File: src/rtl/eeprom_access_pkg.sv
// Purpose: Shared constants, types and decode for the EEPROM byte access block.
// Assumes: AXI4-Lite with 32-bit data, one register per aligned word.
// Notes: Write times are counted in calibrated RC oscillator ticks.
package eeprom_access_pkg;

    // Register byte offsets.
    localparam logic [4:0] OFS_CONTROL = 5'h00;
    localparam logic [4:0] OFS_POINTER = 5'h04;
    localparam logic [4:0] OFS_VALUE = 5'h08;
    localparam logic [4:0] OFS_STATUS = 5'h0c;
    localparam logic [4:0] OFS_MASK = 5'h10;
    localparam logic [4:0] OFS_CONFIG = 5'h14;

    // Decoded register selectors.
    localparam logic [2:0] SEL_CONTROL = 3'h0;
    localparam logic [2:0] SEL_POINTER = 3'h1;
    localparam logic [2:0] SEL_VALUE = 3'h2;
    localparam logic [2:0] SEL_STATUS = 3'h3;
    localparam logic [2:0] SEL_MASK = 3'h4;
    localparam logic [2:0] SEL_CONFIG = 3'h5;
    localparam logic [2:0] SEL_NONE = 3'h7;

    // Control register field positions.
    localparam int CTL_READ = 0;
    localparam int CTL_PROG = 1;
    localparam int CTL_ARM = 2;
    localparam int CTL_RIE = 3;
    localparam int CTL_OP_LO = 4;
    localparam int CTL_OP_HI = 5;

    // Programming actions.
    localparam logic [1:0] OP_ERASE_WRITE = 2'h0;
    localparam logic [1:0] OP_ERASE_ONLY = 2'h1;
    localparam logic [1:0] OP_WRITE_ONLY = 2'h2;
    localparam logic [1:0] OP_RESERVED = 2'h3;
    localparam logic [1:0] OP_RESET = 2'h0;

    // Interrupt status bit positions.
    localparam int EV_WRITE_DONE = 0;
    localparam int EV_READ_DONE = 1;
    localparam int EV_REFUSED = 2;
    localparam int EV_COUNT = 3;

    // Cycle counts for arming and CPU stalls.
    localparam logic [2:0] ARM_WINDOW = 3'h4;
    localparam logic [2:0] WRITE_STALL = 3'h2;
    localparam logic [2:0] READ_STALL = 3'h4;

    // Write time: oscillator ticks for the combined operation and its time in microseconds.
    localparam int ATOMIC_TIME_US = 3300;
    localparam int SPLIT_TIME_US = 1800;
    localparam int ATOMIC_TICKS_INT = 26368;
    localparam int SPLIT_TICKS_INT =
        (ATOMIC_TICKS_INT * SPLIT_TIME_US + ATOMIC_TIME_US - 1) / ATOMIC_TIME_US;
    localparam logic [14:0] ATOMIC_TICKS = 15'(ATOMIC_TICKS_INT);
    localparam logic [14:0] SPLIT_TICKS = 15'(SPLIT_TICKS_INT);

    // Bus responses.
    localparam logic [1:0] RESP_OKAY = 2'h0;
    localparam logic [1:0] RESP_SLVERR = 2'h2;

    // Write channel sequencing.
    typedef enum logic [1:0]
    {
        WR_IDLE = 2'b00,
        WR_APPLY = 2'b01,
        WR_STALL = 2'b10,
        WR_RESP = 2'b11
    } wr_state_t;

    // Maps a byte address to a register selector; misaligned or unknown gives SEL_NONE.
    function automatic logic [2:0] reg_sel(input logic [4:0] addr);
        logic [2:0] sel;
        sel = SEL_NONE;
        case (addr)
            OFS_CONTROL: sel = SEL_CONTROL;
            OFS_POINTER: sel = SEL_POINTER;
            OFS_VALUE: sel = SEL_VALUE;
            OFS_STATUS: sel = SEL_STATUS;
            OFS_MASK: sel = SEL_MASK;
            OFS_CONFIG: sel = SEL_CONFIG;
            default: sel = SEL_NONE;
        endcase
        return sel;
    endfunction

endpackage

File: src/rtl/eeprom_byte_access_control.sv
// Purpose: Software access to single bytes of the data EEPROM over AXI4-Lite.
// Assumes: rc_tick and flash_self_program_active are synchronous to aclk; the array
//          returns nv_rdata one cycle after nv_rd_en.
// Notes: CPU stalls hold the write response, so the next write waits for them; the read channel does not.
//
// Local design decisions: the placing of the registers and the AXI4-Lite interface to the registers.
`timescale 1ns/1ps
module eeprom_byte_access_control
#(
    parameter logic [14:0] TICKS_ATOMIC = eeprom_access_pkg::ATOMIC_TICKS,
    parameter logic [14:0] TICKS_SPLIT = eeprom_access_pkg::SPLIT_TICKS
)
(
    // Clock and reset.
    input wire logic aclk,
    input wire logic aresetn,
    // AXI4-Lite write channels.
    input wire logic [4:0] awaddr,
    input wire logic awvalid,
    output logic awready,
    input wire logic [31:0] wdata,
    input wire logic [3:0] wstrb,
    input wire logic wvalid,
    output logic wready,
    output logic [1:0] bresp,
    output logic bvalid,
    input wire logic bready,
    // AXI4-Lite read channels.
    input wire logic [4:0] araddr,
    input wire logic arvalid,
    output logic arready,
    output logic [31:0] rdata,
    output logic [1:0] rresp,
    output logic rvalid,
    input wire logic rready,
    // Timing and interlock inputs.
    input wire logic rc_tick,
    input wire logic flash_self_program_active,
    // EEPROM array side.
    output logic [11:0] nv_addr,
    output logic [7:0] nv_wdata,
    output logic [1:0] nv_op,
    output logic nv_write_start,
    output logic nv_rd_en,
    input wire logic [7:0] nv_rdata,
    // CPU side.
    output logic cpu_stall,
    output logic ready_irq,
    output logic irq
);

    eeprom_access_pkg::wr_state_t wr_state;
    logic aw_got;
    logic w_got;
    logic [4:0] wr_addr;
    logic [31:0] wr_data;
    logic [3:0] wr_strb;
    logic [2:0] stall_count;
    logic master_write_arm;
    logic [2:0] arm_count;
    logic [1:0] program_op_select;
    logic ready_irq_enable;
    logic global_irq_enable;
    logic [11:0] nv_byte_pointer;
    logic [7:0] nv_byte_value;
    logic [eeprom_access_pkg::EV_COUNT-1:0] irq_status;
    logic [eeprom_access_pkg::EV_COUNT-1:0] irq_mask;
    logic [eeprom_access_pkg::EV_COUNT-1:0] events;
    logic rd_capture;
    logic program_strobe;
    logic write_done;
    logic [2:0] wr_sel;
    logic apply;
    logic ctl_wr;
    logic want_prog;
    logic want_read;
    logic [1:0] next_op;
    logic write_go;
    logic read_go;
    logic arm_load;
    logic [14:0] write_ticks;
    logic [31:0] next_rdata;

    // Decode of the write being applied; strobes written as zero do nothing.
    always_comb
    begin
        wr_sel = eeprom_access_pkg::reg_sel(wr_addr);
        apply = (wr_state == eeprom_access_pkg::WR_APPLY);
        ctl_wr = apply && (wr_sel == eeprom_access_pkg::SEL_CONTROL) && wr_strb[0];
        want_prog = ctl_wr && wr_data[eeprom_access_pkg::CTL_PROG];
        want_read = ctl_wr && wr_data[eeprom_access_pkg::CTL_READ];
        next_op = program_strobe ? program_op_select
            : wr_data[eeprom_access_pkg::CTL_OP_HI:eeprom_access_pkg::CTL_OP_LO];
        write_go = want_prog && master_write_arm && !program_strobe
            && !flash_self_program_active
            && (next_op != eeprom_access_pkg::OP_RESERVED);
        read_go = want_read && !program_strobe;
        arm_load = ctl_wr && wr_data[eeprom_access_pkg::CTL_ARM]
            && !wr_data[eeprom_access_pkg::CTL_PROG] && !master_write_arm;
        write_ticks = (next_op == eeprom_access_pkg::OP_ERASE_WRITE) ? TICKS_ATOMIC
            : TICKS_SPLIT;
    end

    // The write duration runs on oscillator ticks and survives a reset.
    nv_write_timer u_timer
    (
        .aclk(aclk),
        .aresetn(aresetn),
        .start(write_go),
        .target(write_ticks),
        .rc_tick(rc_tick),
        .busy(program_strobe),
        .done(write_done)
    );

    // Write channel: takes address and data in either order, applies, stalls, answers.
    always_ff @(posedge aclk)
    begin
        if (!aresetn)
        begin
            wr_state <= eeprom_access_pkg::WR_IDLE;
            aw_got <= 1'b0;
            w_got <= 1'b0;
            awready <= 1'b0;
            wready <= 1'b0;
            bvalid <= 1'b0;
            bresp <= eeprom_access_pkg::RESP_OKAY;
            wr_addr <= 5'h00;
            wr_data <= 32'h0000_0000;
            wr_strb <= 4'h0;
            stall_count <= 3'h0;
            cpu_stall <= 1'b0;
        end
        else
        begin
            case (wr_state)
                eeprom_access_pkg::WR_IDLE:
                begin
                    if (awvalid && awready)
                    begin
                        aw_got <= 1'b1;
                        wr_addr <= awaddr;
                        awready <= 1'b0;
                    end
                    else if (!aw_got)
                    begin
                        awready <= 1'b1;
                    end
                    if (wvalid && wready)
                    begin
                        w_got <= 1'b1;
                        wr_data <= wdata;
                        wr_strb <= wstrb;
                        wready <= 1'b0;
                    end
                    else if (!w_got)
                    begin
                        wready <= 1'b1;
                    end
                    if ((aw_got || (awvalid && awready)) && (w_got || (wvalid && wready)))
                    begin
                        wr_state <= eeprom_access_pkg::WR_APPLY;
                    end
                end
                eeprom_access_pkg::WR_APPLY:
                begin
                    aw_got <= 1'b0;
                    w_got <= 1'b0;
                    bresp <= (wr_sel == eeprom_access_pkg::SEL_NONE)
                        ? eeprom_access_pkg::RESP_SLVERR : eeprom_access_pkg::RESP_OKAY;
                    if (write_go)
                    begin
                        stall_count <= eeprom_access_pkg::WRITE_STALL;
                        cpu_stall <= 1'b1;
                        wr_state <= eeprom_access_pkg::WR_STALL;
                    end
                    else if (read_go)
                    begin
                        stall_count <= eeprom_access_pkg::READ_STALL;
                        cpu_stall <= 1'b1;
                        wr_state <= eeprom_access_pkg::WR_STALL;
                    end
                    else
                    begin
                        bvalid <= 1'b1;
                        wr_state <= eeprom_access_pkg::WR_RESP;
                    end
                end
                eeprom_access_pkg::WR_STALL:
                begin
                    stall_count <= stall_count - 3'h1;
                    if (stall_count == 3'h1)
                    begin
                        cpu_stall <= 1'b0;
                        bvalid <= 1'b1;
                        wr_state <= eeprom_access_pkg::WR_RESP;
                    end
                end
                eeprom_access_pkg::WR_RESP:
                begin
                    if (bready)
                    begin
                        bvalid <= 1'b0;
                        wr_state <= eeprom_access_pkg::WR_IDLE;
                    end
                end
                default:
                begin
                    wr_state <= eeprom_access_pkg::WR_IDLE;
                end
            endcase
        end
    end

    // Arm window: loads only from idle so a re-arm cannot stretch it.
    always_ff @(posedge aclk)
    begin
        if (!aresetn)
        begin
            master_write_arm <= 1'b0;
            arm_count <= 3'h0;
        end
        else if (arm_load)
        begin
            master_write_arm <= 1'b1;
            arm_count <= eeprom_access_pkg::ARM_WINDOW;
        end
        else if (master_write_arm)
        begin
            arm_count <= arm_count - 3'h1;
            if (arm_count == 3'h1)
            begin
                master_write_arm <= 1'b0;
            end
        end
    end

    // Control fields; the operation select keeps its value across a busy reset.
    always_ff @(posedge aclk)
    begin
        if (!aresetn)
        begin
            if (!program_strobe)
            begin
                program_op_select <= eeprom_access_pkg::OP_RESET;
            end
            ready_irq_enable <= 1'b0;
        end
        else if (ctl_wr)
        begin
            ready_irq_enable <= wr_data[eeprom_access_pkg::CTL_RIE];
            program_op_select <= next_op;
        end
    end

    // Pointer and data registers; the pointer is frozen during a write.
    always_ff @(posedge aclk)
    begin
        if (!aresetn)
        begin
            if (!program_strobe)
            begin
                nv_byte_pointer <= 12'h000;
            end
            nv_byte_value <= 8'h00;
        end
        else
        begin
            if (apply && (wr_sel == eeprom_access_pkg::SEL_POINTER) && !program_strobe)
            begin
                if (wr_strb[0])
                begin
                    nv_byte_pointer[7:0] <= wr_data[7:0];
                end
                if (wr_strb[1])
                begin
                    nv_byte_pointer[11:8] <= wr_data[11:8];
                end
            end
            if (rd_capture)
            begin
                nv_byte_value <= nv_rdata;
            end
            else if (apply && (wr_sel == eeprom_access_pkg::SEL_VALUE) && wr_strb[0])
            begin
                nv_byte_value <= wr_data[7:0];
            end
        end
    end

    // Array requests; address, data and action hold steady for a running write.
    always_ff @(posedge aclk)
    begin
        if (!aresetn)
        begin
            if (!program_strobe)
            begin
                nv_addr <= 12'h000;
                nv_wdata <= 8'h00;
                nv_op <= eeprom_access_pkg::OP_RESET;
            end
            nv_write_start <= 1'b0;
            nv_rd_en <= 1'b0;
            rd_capture <= 1'b0;
        end
        else
        begin
            nv_write_start <= write_go;
            nv_rd_en <= read_go;
            rd_capture <= nv_rd_en;
            if (write_go || read_go)
            begin
                nv_addr <= nv_byte_pointer;
            end
            if (write_go)
            begin
                nv_wdata <= nv_byte_value;
                nv_op <= next_op;
            end
        end
    end

    // Sticky event flags; a new event wins over a clear in the same cycle.
    assign events = {(want_prog && !write_go) || (want_read && !read_go), rd_capture, write_done};
    genvar gi;
    generate
        for (gi = 0; gi < eeprom_access_pkg::EV_COUNT; gi++)
        begin : g_status
            always_ff @(posedge aclk)
            begin
                if (!aresetn)
                begin
                    irq_status[gi] <= 1'b0;
                end
                else if (events[gi])
                begin
                    irq_status[gi] <= 1'b1;
                end
                else if (apply && (wr_sel == eeprom_access_pkg::SEL_STATUS) && wr_strb[0]
                    && wr_data[gi])
                begin
                    irq_status[gi] <= 1'b0;
                end
            end
        end
    endgenerate

    // Mask, global enable and the two interrupt outputs.
    always_ff @(posedge aclk)
    begin
        if (!aresetn)
        begin
            irq_mask <= 3'h0;
            global_irq_enable <= 1'b0;
            irq <= 1'b0;
            ready_irq <= 1'b0;
        end
        else
        begin
            if (apply && (wr_sel == eeprom_access_pkg::SEL_MASK) && wr_strb[0])
            begin
                irq_mask <= wr_data[eeprom_access_pkg::EV_COUNT-1:0];
            end
            if (apply && (wr_sel == eeprom_access_pkg::SEL_CONFIG) && wr_strb[0])
            begin
                global_irq_enable <= wr_data[0];
            end
            irq <= |(irq_status & irq_mask);
            ready_irq <= ready_irq_enable && global_irq_enable && !program_strobe;
        end
    end

    // Read data selection; the read strobe always reads back as zero.
    always_comb
    begin
        case (eeprom_access_pkg::reg_sel(araddr))
            eeprom_access_pkg::SEL_CONTROL: next_rdata = {26'h0, program_op_select,
                ready_irq_enable, master_write_arm, program_strobe, 1'b0};
            eeprom_access_pkg::SEL_POINTER: next_rdata = {20'h0, nv_byte_pointer};
            eeprom_access_pkg::SEL_VALUE: next_rdata = {24'h0, nv_byte_value};
            eeprom_access_pkg::SEL_STATUS: next_rdata = {29'h0, irq_status};
            eeprom_access_pkg::SEL_MASK: next_rdata = {29'h0, irq_mask};
            eeprom_access_pkg::SEL_CONFIG: next_rdata = {31'h0, global_irq_enable};
            default: next_rdata = 32'h0000_0000;
        endcase
    end

    // Read channel: one read at a time, answered the cycle after the address.
    always_ff @(posedge aclk)
    begin
        if (!aresetn)
        begin
            arready <= 1'b0;
            rvalid <= 1'b0;
            rdata <= 32'h0000_0000;
            rresp <= eeprom_access_pkg::RESP_OKAY;
        end
        else if (arvalid && arready)
        begin
            arready <= 1'b0;
            rvalid <= 1'b1;
            rdata <= next_rdata;
            rresp <= (eeprom_access_pkg::reg_sel(araddr) == eeprom_access_pkg::SEL_NONE)
                ? eeprom_access_pkg::RESP_SLVERR : eeprom_access_pkg::RESP_OKAY;
        end
        else if (rvalid && rready)
        begin
            rvalid <= 1'b0;
            arready <= 1'b1;
        end
        else if (!rvalid)
        begin
            arready <= 1'b1;
        end
    end
endmodule // eeprom_byte_access_control

File: src/rtl/nv_write_timer.sv
// Purpose: Times one EEPROM write in calibrated oscillator ticks.
// Assumes: rc_tick is a one-cycle pulse synchronous to aclk, one per oscillator cycle.
// Notes: A reset during a running write is ignored so the write completes.
`timescale 1ns/1ps
module nv_write_timer
(
    // Clock and reset.
    input wire logic aclk,
    input wire logic aresetn,
    // Control.
    input wire logic start,
    input wire logic [14:0] target,
    input wire logic rc_tick,
    // State.
    output logic busy,
    output logic done
);

    logic [14:0] count;
    logic [14:0] limit;

    // Counts ticks up to the latched limit; reset only acts while idle.
    // The test is arranged so that an unknown busy at power-up still takes the clearing branch.
    always_ff @(posedge aclk)
    begin
        if (aresetn || busy)
        begin
            done <= 1'b0;
            if (start && !busy)
            begin
                busy <= 1'b1;
                count <= 15'h0000;
                limit <= target;
            end
            else if (busy && rc_tick)
            begin
                count <= count + 15'h0001;
                if (count == limit - 15'h0001)
                begin
                    busy <= 1'b0;
                    done <= 1'b1;
                end
            end
        end
        else
        begin
            busy <= 1'b0;
            count <= 15'h0000;
            limit <= 15'h0000;
            done <= 1'b0;
        end
    end

endmodule // nv_write_timer

File: config.mk
export PLATFORM = sky130hd
export DESIGN_NAME = eeprom_byte_access_control
export DESIGN_NICKNAME = d
export VERILOG_FILES = /design/src/rtl/eeprom_access_pkg.sv /design/src/rtl/eeprom_byte_access_control.sv /design/src/rtl/nv_write_timer.sv
export SDC_FILE = /design/constraint.sdc
export NUM_CORES = 1
export LEC_CHECK = 0
export ABC_AREA = 1
export BUFFER_PORTS_ARGS = -buffer_cell sky130_fd_sc_hd__buf_2
export CAP_MARGIN = 20
export CORE_AREA = 4 4 91 178
export DETAILED_ROUTE_END_ITERATION = 6
export DIE_AREA = 0 0 95 182
export SETUP_SLACK_MARGIN = 0.2
export SLEW_MARGIN = 5
export SYNTH_ARGS = -nofsm -noshare
export SYNTH_HDL_FRONTEND = slang
export SYNTH_SLANG_ARGS = --single-unit
export TNS_END_PERCENT = 100
File: constraint.sdc
create_clock -name aclk -period 6.1 [get_ports aclk]
set_input_delay 0 -clock aclk [delete_from_list [all_inputs] [get_ports aclk]]
set_output_delay 0 -clock aclk [all_outputs]
set_load 0.1 [all_outputs]
### After elaboration in Yosys (flattened, before gate mapping)

Index checks and enable logic that the tools add are counted.

* equality and inequality tests: 47
* $add $sub $neg: 4
* reduce and logical (&&, ||, !) cells: 85
* bitwise logic cells: 4
* muxes and demuxes: 71

Operators with widths (count)
* 12-bit case mux with 6 select lines: 1
* 12-bit two-way mux: 5
* 8-bit two-way mux: 6
* 1-bit logical AND: 36
* 3-bit case mux with 6 select lines: 2
* 1-bit two-way mux: 32
* 2-bit two-way mux: 11
* 2-bit AND reduction: 11
* 5-bit by 4-bit equality test with 1-bit output, second input constant: 4
* 5-bit equality test, second input constant: 4
* 2-bit nonzero test: 10
* 3-bit equality test, second input constant: 6
* 3-bit two-way mux: 6
* 2-bit by 1-bit != test with 1-bit output, second input constant: 9
* 2-bit != test, second input constant: 9
* 15-bit by 1-bit adder with 15-bit output, second input constant: 1
* 15-bit equality test: 1
* 15-bit two-way mux: 1
* 15-bit by 1-bit subtractor with 15-bit output, second input constant: 1
* 3-bit by 1-bit equality test with 1-bit output, second input constant: 4
* 3-bit by 2-bit equality test with 1-bit output, second input constant: 4
* 3-bit AND reduction: 4
* 5-bit by 3-bit equality test with 1-bit output, second input constant: 2
* 5-bit logical NOT: 2
* 19 further kinds: 39

* input bits: 63
* register bits after elaboration: 161
* output and inout port bits: 68
* logic and storage cells: 252

### Logic depth before layout (Yosys ltp)

* depth after elaboration: 14
* mapped depth: 13
* gate-level depth less buffers: 13

### Modules after synthesis

From an unflattened synthesis, not the netlist that was laid out.

* cells, all modules: 870
* area total of the unflattened synthesis: 6695.2 µm²

By module, submodules not included
* eeprom_byte_access_control: area an instance 4794.6 µm², seq. area each 2502.4 µm², instances 1, cells an instance 577
* nv_write_timer: area an instance 1900.6 µm², seq. area each 640.6 µm², instances 1, cells an instance 293

### Worst setup path before layout

No wires, ideal clock.

* path kind: reg2reg
* start point: reg wr_state[1]
* end point: reg nv_addr[0], enable pin
* required time: 5.750 ns
* cell stages (with the launch flop): 11
* setup time: 0.350 ns
* arrival: 1.619 ns
* buffers on the path: 0
* setup slack: 4.131 ns
* clock period less this slack: 1.969 ns
* cell sequence: dfxtp_1 inv_1 ha_1 nand2_1 clkinv_1 nand3_2 nor3_2 nand2_2 nand2_1 inv_2 nand2_1

* cells in the longest elaborated chain, start to end: 11
* elaborated cells on any way between the ends: 13
* classes of those cells: 2 x eq/ne; 11 x reduce/logical

Ends and longest elaborated chain
* start, declared: RTL line eeprom_byte_access_control.sv:52 `eeprom_access_pkg::wr_state_t wr_state;`
* start signal, assigned: RTL line eeprom_byte_access_control.sv:121 `wr_state <= eeprom_access_pkg::WR_IDLE;`
* start signal, assigned: RTL line eeprom_byte_access_control.sv:162 `wr_state <= eeprom_access_pkg::WR_APPLY;`
* start signal, assigned: RTL line eeprom_byte_access_control.sv:175 `wr_state <= eeprom_access_pkg::WR_STALL;`
* 2-bit by 1-bit equality test with 1-bit output (*): RTL line eeprom_byte_access_control.sv:88 `apply = (wr_state == eeprom_access_pkg::WR_APPLY);`
* 1-bit logical AND (*) (2 in a row): RTL line eeprom_byte_access_control.sv:89 `ctl_wr = apply && (wr_sel == eeprom_access_pkg::SEL_CONTROL) && wr_strb[0];`
* 1-bit logical AND: RTL line eeprom_byte_access_control.sv:90 `want_prog = ctl_wr && wr_data[eeprom_access_pkg::CTL_PROG];`
* 1-bit logical AND (2 in a row): RTL line eeprom_byte_access_control.sv:94 `write_go = want_prog && master_write_arm && !program_strobe`
* 1-bit logical AND: RTL line eeprom_byte_access_control.sv:95 `&& !flash_self_program_active`
* 1-bit logical AND: RTL line eeprom_byte_access_control.sv:96 `&& (next_op != eeprom_access_pkg::OP_RESERVED);`
* 1-bit logical OR (*): RTL line eeprom_byte_access_control.sv:311 `if (write_go || read_go)`
* 2-bit by 1-bit != test with 1-bit output (no line) (*)
* 2-bit AND reduction (no line) (*)
* end signal, assigned: RTL line eeprom_byte_access_control.sv:313 `nv_addr <= nv_byte_pointer;`
* end, declared: RTL line eeprom_byte_access_control.sv:40 `output logic [11:0] nv_addr,`

Every way passes the cells marked *; elsewhere a longest branch is shown, timed or not.
A chain may end at the register's enable or synchronous reset.

### Final worst setup path

* start point: reg wr_state[1]
* end point: reg nv_addr[1], enable pin

The elaborated chain is that of the path after synthesis.

==> out/qor.json <==
{
  "grt_start_max_net_pins": 77,
  "cpLargestDelayFamily": "simple AND/OR/NAND/NOR gates",
  "initialDrtViolationCount": 209,
  "yosysWarnings": 0,
  "final_antenna_net_count": 0,
  "wl_met1_um": 5350,
  "final-seq-area_um2": 2900,
  "effective_utilization_at_floorplan_pct": 39.2,
  "synth-edff-count": 36,
  "synth_compound_gate_area_share_pct": 12.8,
  "timing.critical_path.cells": "inv_1, ha_1, nand2_1, clkinv_1, nand3_2, nor3_2, nand2_2, nand2_1, buf_4, inv_2, nand2_1",
  "crit_path_buf_inv_count": 4,
  "synth.area.top_cells": "sky130_fd_sc_hd__dfxtp_1 31%, sky130_fd_sc_hd__edfxtp_1 19%, sky130_fd_sc_hd__nand2_1 9.2%",
  "grt_first_pass_wirelength_um": 22700,
  "timing.slew.headroom_pct": 30.2,
  "hold-path-cell-count": 5,
  "max_stage_delay_ns": 0.40,
  "die_x_um": 95,
  "most_common_flop_cell_mapped_by_yosys": "sky130_fd_sc_hd__dfxtp_1",
  "detailroute.wirelength.met3_um": 526,
  "critical_path.endpoint_type": "flop",
  "synth.top_cell.area_share_pct": 31.4,
  "antennaDiodeCount": 0,
  "drive_gt1_share_pct": 17.3,
  "synth_area_per_cell_um2": 8.18,
  "area_growth_pct": 24.1,
  "hold_viol": 0,
  "core_area_um2": 14800,
  "floorplan.die.height_um": 182,
  "hp-start": "bready",
  "critical_path.most_common_cell": "sky130_fd_sc_hd__nand2_1",
  "synth_xor_xnor_area_share_pct": 1.66,
  "finalSetupViolCount": 0,
  "powerDensity_nw_per_um2": 349,
  "dr.pass1.iters": 4,
  "worst-setup-path-type": "flop to flop",
  "design.final.nets": 906,
  "cts-htree-levels": 4,
  "yosysUniqueCellTypes": 48,
  "critical_path.max_fanout": 22,
  "rr_startpoint": "wr_state[1]",
  "cap_viol_max_count": 0,
  "yosysTopAreaCell": "sky130_fd_sc_hd__dfxtp_1",
  "drv_slew": 0,
  "cts-buffers-inserted": 17,
  "grt_ovf": 0,
  "wl_per_cell_um": 13.6,
  "vdd_drop_max_mv": 0.301,
  "synth_simple_gate_area_share_pct": 20.5,
  "post_synth_inst_count": 710,
  "synth_sequential_area_ratio_pct": 50.0,
  "finalClockSkew_ns": 0.00949,
  "min_period_over_period_pct": 42.9,
  "io_pins": 131,
  "ctsRootBufferMaster": "sky130_fd_sc_hd__clkbuf_16",
  "area_of_the_multi_input_gates_um2": 2290,
  "met2RoutedLength_um": 7770,
  "cp_data_required_time_ns": 6.15,
  "worst_path_max_delay_cell": "sky130_fd_sc_hd__nand2_1",
  "drc_errors": 0,
  "cts_resized": 0,
  "drt-vias-per-instance": 4.66,
  "vias": 4830,
  "synthesis.area_um2": 5810,
  "io_buffers": 86,
  "die_area_um2": 17300,
  "ys_async_sr_fraction_pct": 0,
  "core.rowCount": 63,
  "via_count_of_the_first_global_routing_pass": 4630,
  "worst_pin_slew_ns": 1.04,
  "gpl.final_weighted_congestion": 0.818,
  "leakage_power_of_the_design_nw": 3.33,
  "finalWorstPathRequiredPeriod_ns": 2.62,
  "synth-adder-area-share_pct": 3.02,
  "top_signal_layer_used": "met4",
  "reg2reg_depth": 11,
  "totalNegativeSetupSlack_ns": 0,
  "cts_tree": "yes",
  "rsz0062_at_grt": "no",
  "worst_hold_endpoint": "bvalid",
  "worst_r2r_endpoint": "nv_addr[1]",
  "outcome": "completed",
  "postLayoutCoreUtil_pct": 48.6,
  "cts.reportedPaths.clkPinSlew_ns": 0.06,
  "filler_cell_count": 1492,
  "combinational_family_with_the_most_area_after_synthesis": "simple AND/OR/NAND/NOR gates",
  "numClockSinks": 127,
  "final_common_cell": "sky130_fd_sc_hd__nand2_1",
  "critical_path.startpoint_type": "flop",
  "clock_latency_ns": 0.41,
  "timing.critical_path.arrival_ns": 2.67,
  "hpwlAfterDp_um": 10500,
  "grt_usage_pct": 17.1,
  "ff2ff_setup_slack_ns": 3.48,
  "min-delay-path-class": "input port to flop",
  "clk_path_buf_depth": 2,
  "final_cell_mix": "142 x sky130_fd_sc_hd__nand2_1, 109 x sky130_fd_sc_hd__inv_1, 91 x sky130_fd_sc_hd__dfxtp_1, 87 x sky130_fd_sc_hd__buf_2, 57 x sky130_fd_sc_hd__o21ai_0",
  "achievable_freq_mhz": 382,
  "ys_ff_latch": 127,
  "grt_antenna_before_repair": 0,
  "wirelength_um": 14100,
  "post_synthesis_mux_area_share_pct": 0,
  "cts.repair_timing.setup_buffer_count": 0
}
## layout make-up
type	instances	share of cell area (%)
multi-input cells	446	31.8
flip-flops and latches	127	40.3
inverters	115	6.00
repair buffers	122	10.8
clock inverters	14	1.65
well taps	195	3.38
clock buffers	18	6.09
## what timing repair did
| action | 4_1_cts | 5_1_grt |
|---|---|---|
| hold buffers | 33 | 0 |
| endpoints found under the hold margin | 35 | 0 |
| setup endpoints to repair | 0 | 0 |
## tightest hold or removal path, cell delays in order
cell,delay (ns)
sky130_fd_sc_hd__buf_2,0.10
sky130_fd_sc_hd__nor2_1,0.12
sky130_fd_sc_hd__nor3_1,0.07
sky130_fd_sc_hd__nand3_1,0.09
sky130_fd_sc_hd__a21oi_1,0.07
## how the worst max path moves through the flow
stage	cells past startpoint	from	slack, ns	end
floorplan	10	wr_state[1]	4.13	nv_addr[0]
global placement	5	aresetn	3.25	rdata[9]
detailed placement	6	aresetn	3.22	rresp[1]
CTS	11	wr_state[1]	3.43	nv_addr[1]
global route	11	wr_state[1]	3.24	nv_addr[1]
finish	11	wr_state[1]	3.48	nv_addr[1]
## synthesized netlist by cell type (2+ instances only)
library cell,n
sky130_fd_sc_hd__a211oi_1,3
sky130_fd_sc_hd__a21oi_1,50
sky130_fd_sc_hd__a22oi_1,5
sky130_fd_sc_hd__a32o_1,4
sky130_fd_sc_hd__buf_1,3
sky130_fd_sc_hd__buf_2,5
sky130_fd_sc_hd__buf_4,23
sky130_fd_sc_hd__clkbuf_1,11
sky130_fd_sc_hd__clkinv_1,2
sky130_fd_sc_hd__dfxtp_1,91
sky130_fd_sc_hd__edfxtp_1,36
sky130_fd_sc_hd__ha_1,14
sky130_fd_sc_hd__inv_1,109
sky130_fd_sc_hd__inv_2,3
sky130_fd_sc_hd__nand2_1,142
sky130_fd_sc_hd__nand2_2,4
sky130_fd_sc_hd__nand3_1,38
sky130_fd_sc_hd__nand3_2,4
sky130_fd_sc_hd__nand4_1,9
sky130_fd_sc_hd__nor2_1,51
sky130_fd_sc_hd__nor2_4,3
sky130_fd_sc_hd__nor3_1,3
sky130_fd_sc_hd__o21ai_0,57
sky130_fd_sc_hd__o21ai_1,4
sky130_fd_sc_hd__o22ai_1,2
sky130_fd_sc_hd__o31ai_1,2
sky130_fd_sc_hd__or2_2,2
sky130_fd_sc_hd__xor2_1,10
## registers in the layout, indices dropped and copies added, names as in the netlist, 5 cells and up
register and count:
wr_data 12, nv_byte_pointer 12, nv_wdata 8, wr_addr 5, nv_addr 12, u_timer.count 15
rdata 12, nv_byte_value 8
## per-layer routing
metal	global-route usage, %	vias to the layer above
met4	8.50	0
met1	17.7	2182
met3	3.77	32
li1	-	2495
met2	31.3	121
met5	0	-
## cell families (layout without fill, tap and decap cells)
kind of cell / count (synthesis) / in the layout
and+or+nand+nor: 265 / 265
buffers and inverters: 158 / 269
AOI/OAI and AO/OA: 134 / 134
DFF: 127 / 127
adders and majority gates: 14 / 14
xor gates and xnor gates: 11 / 11
other: 1 / 22
## stage by stage
step           hold WS (ns)  total power [mW]  instance area (µm²)  setup slack, ns  cells
6_report             0.0870              2.51                 7210             3.48   1037
5_1_grt               0.136              2.63                 7210             3.24   1037
4_1_cts              0.0726              2.53                 7200             3.43   1036
3_5_place_dp          0.279              1.57                 6320             3.22    971
3_3_place_gp          0.281              1.56                 6320             3.25    971
2_1_floorplan         0.140              1.47                 5890             4.13    731
## power by group
part           internal (mW)  total [mW]  switching [mW]
Clock                  0.569       0.948           0.379
Sequential             0.947       0.995          0.0483
Combinational          0.134       0.570           0.437
(Power assumes the default switching activity.)
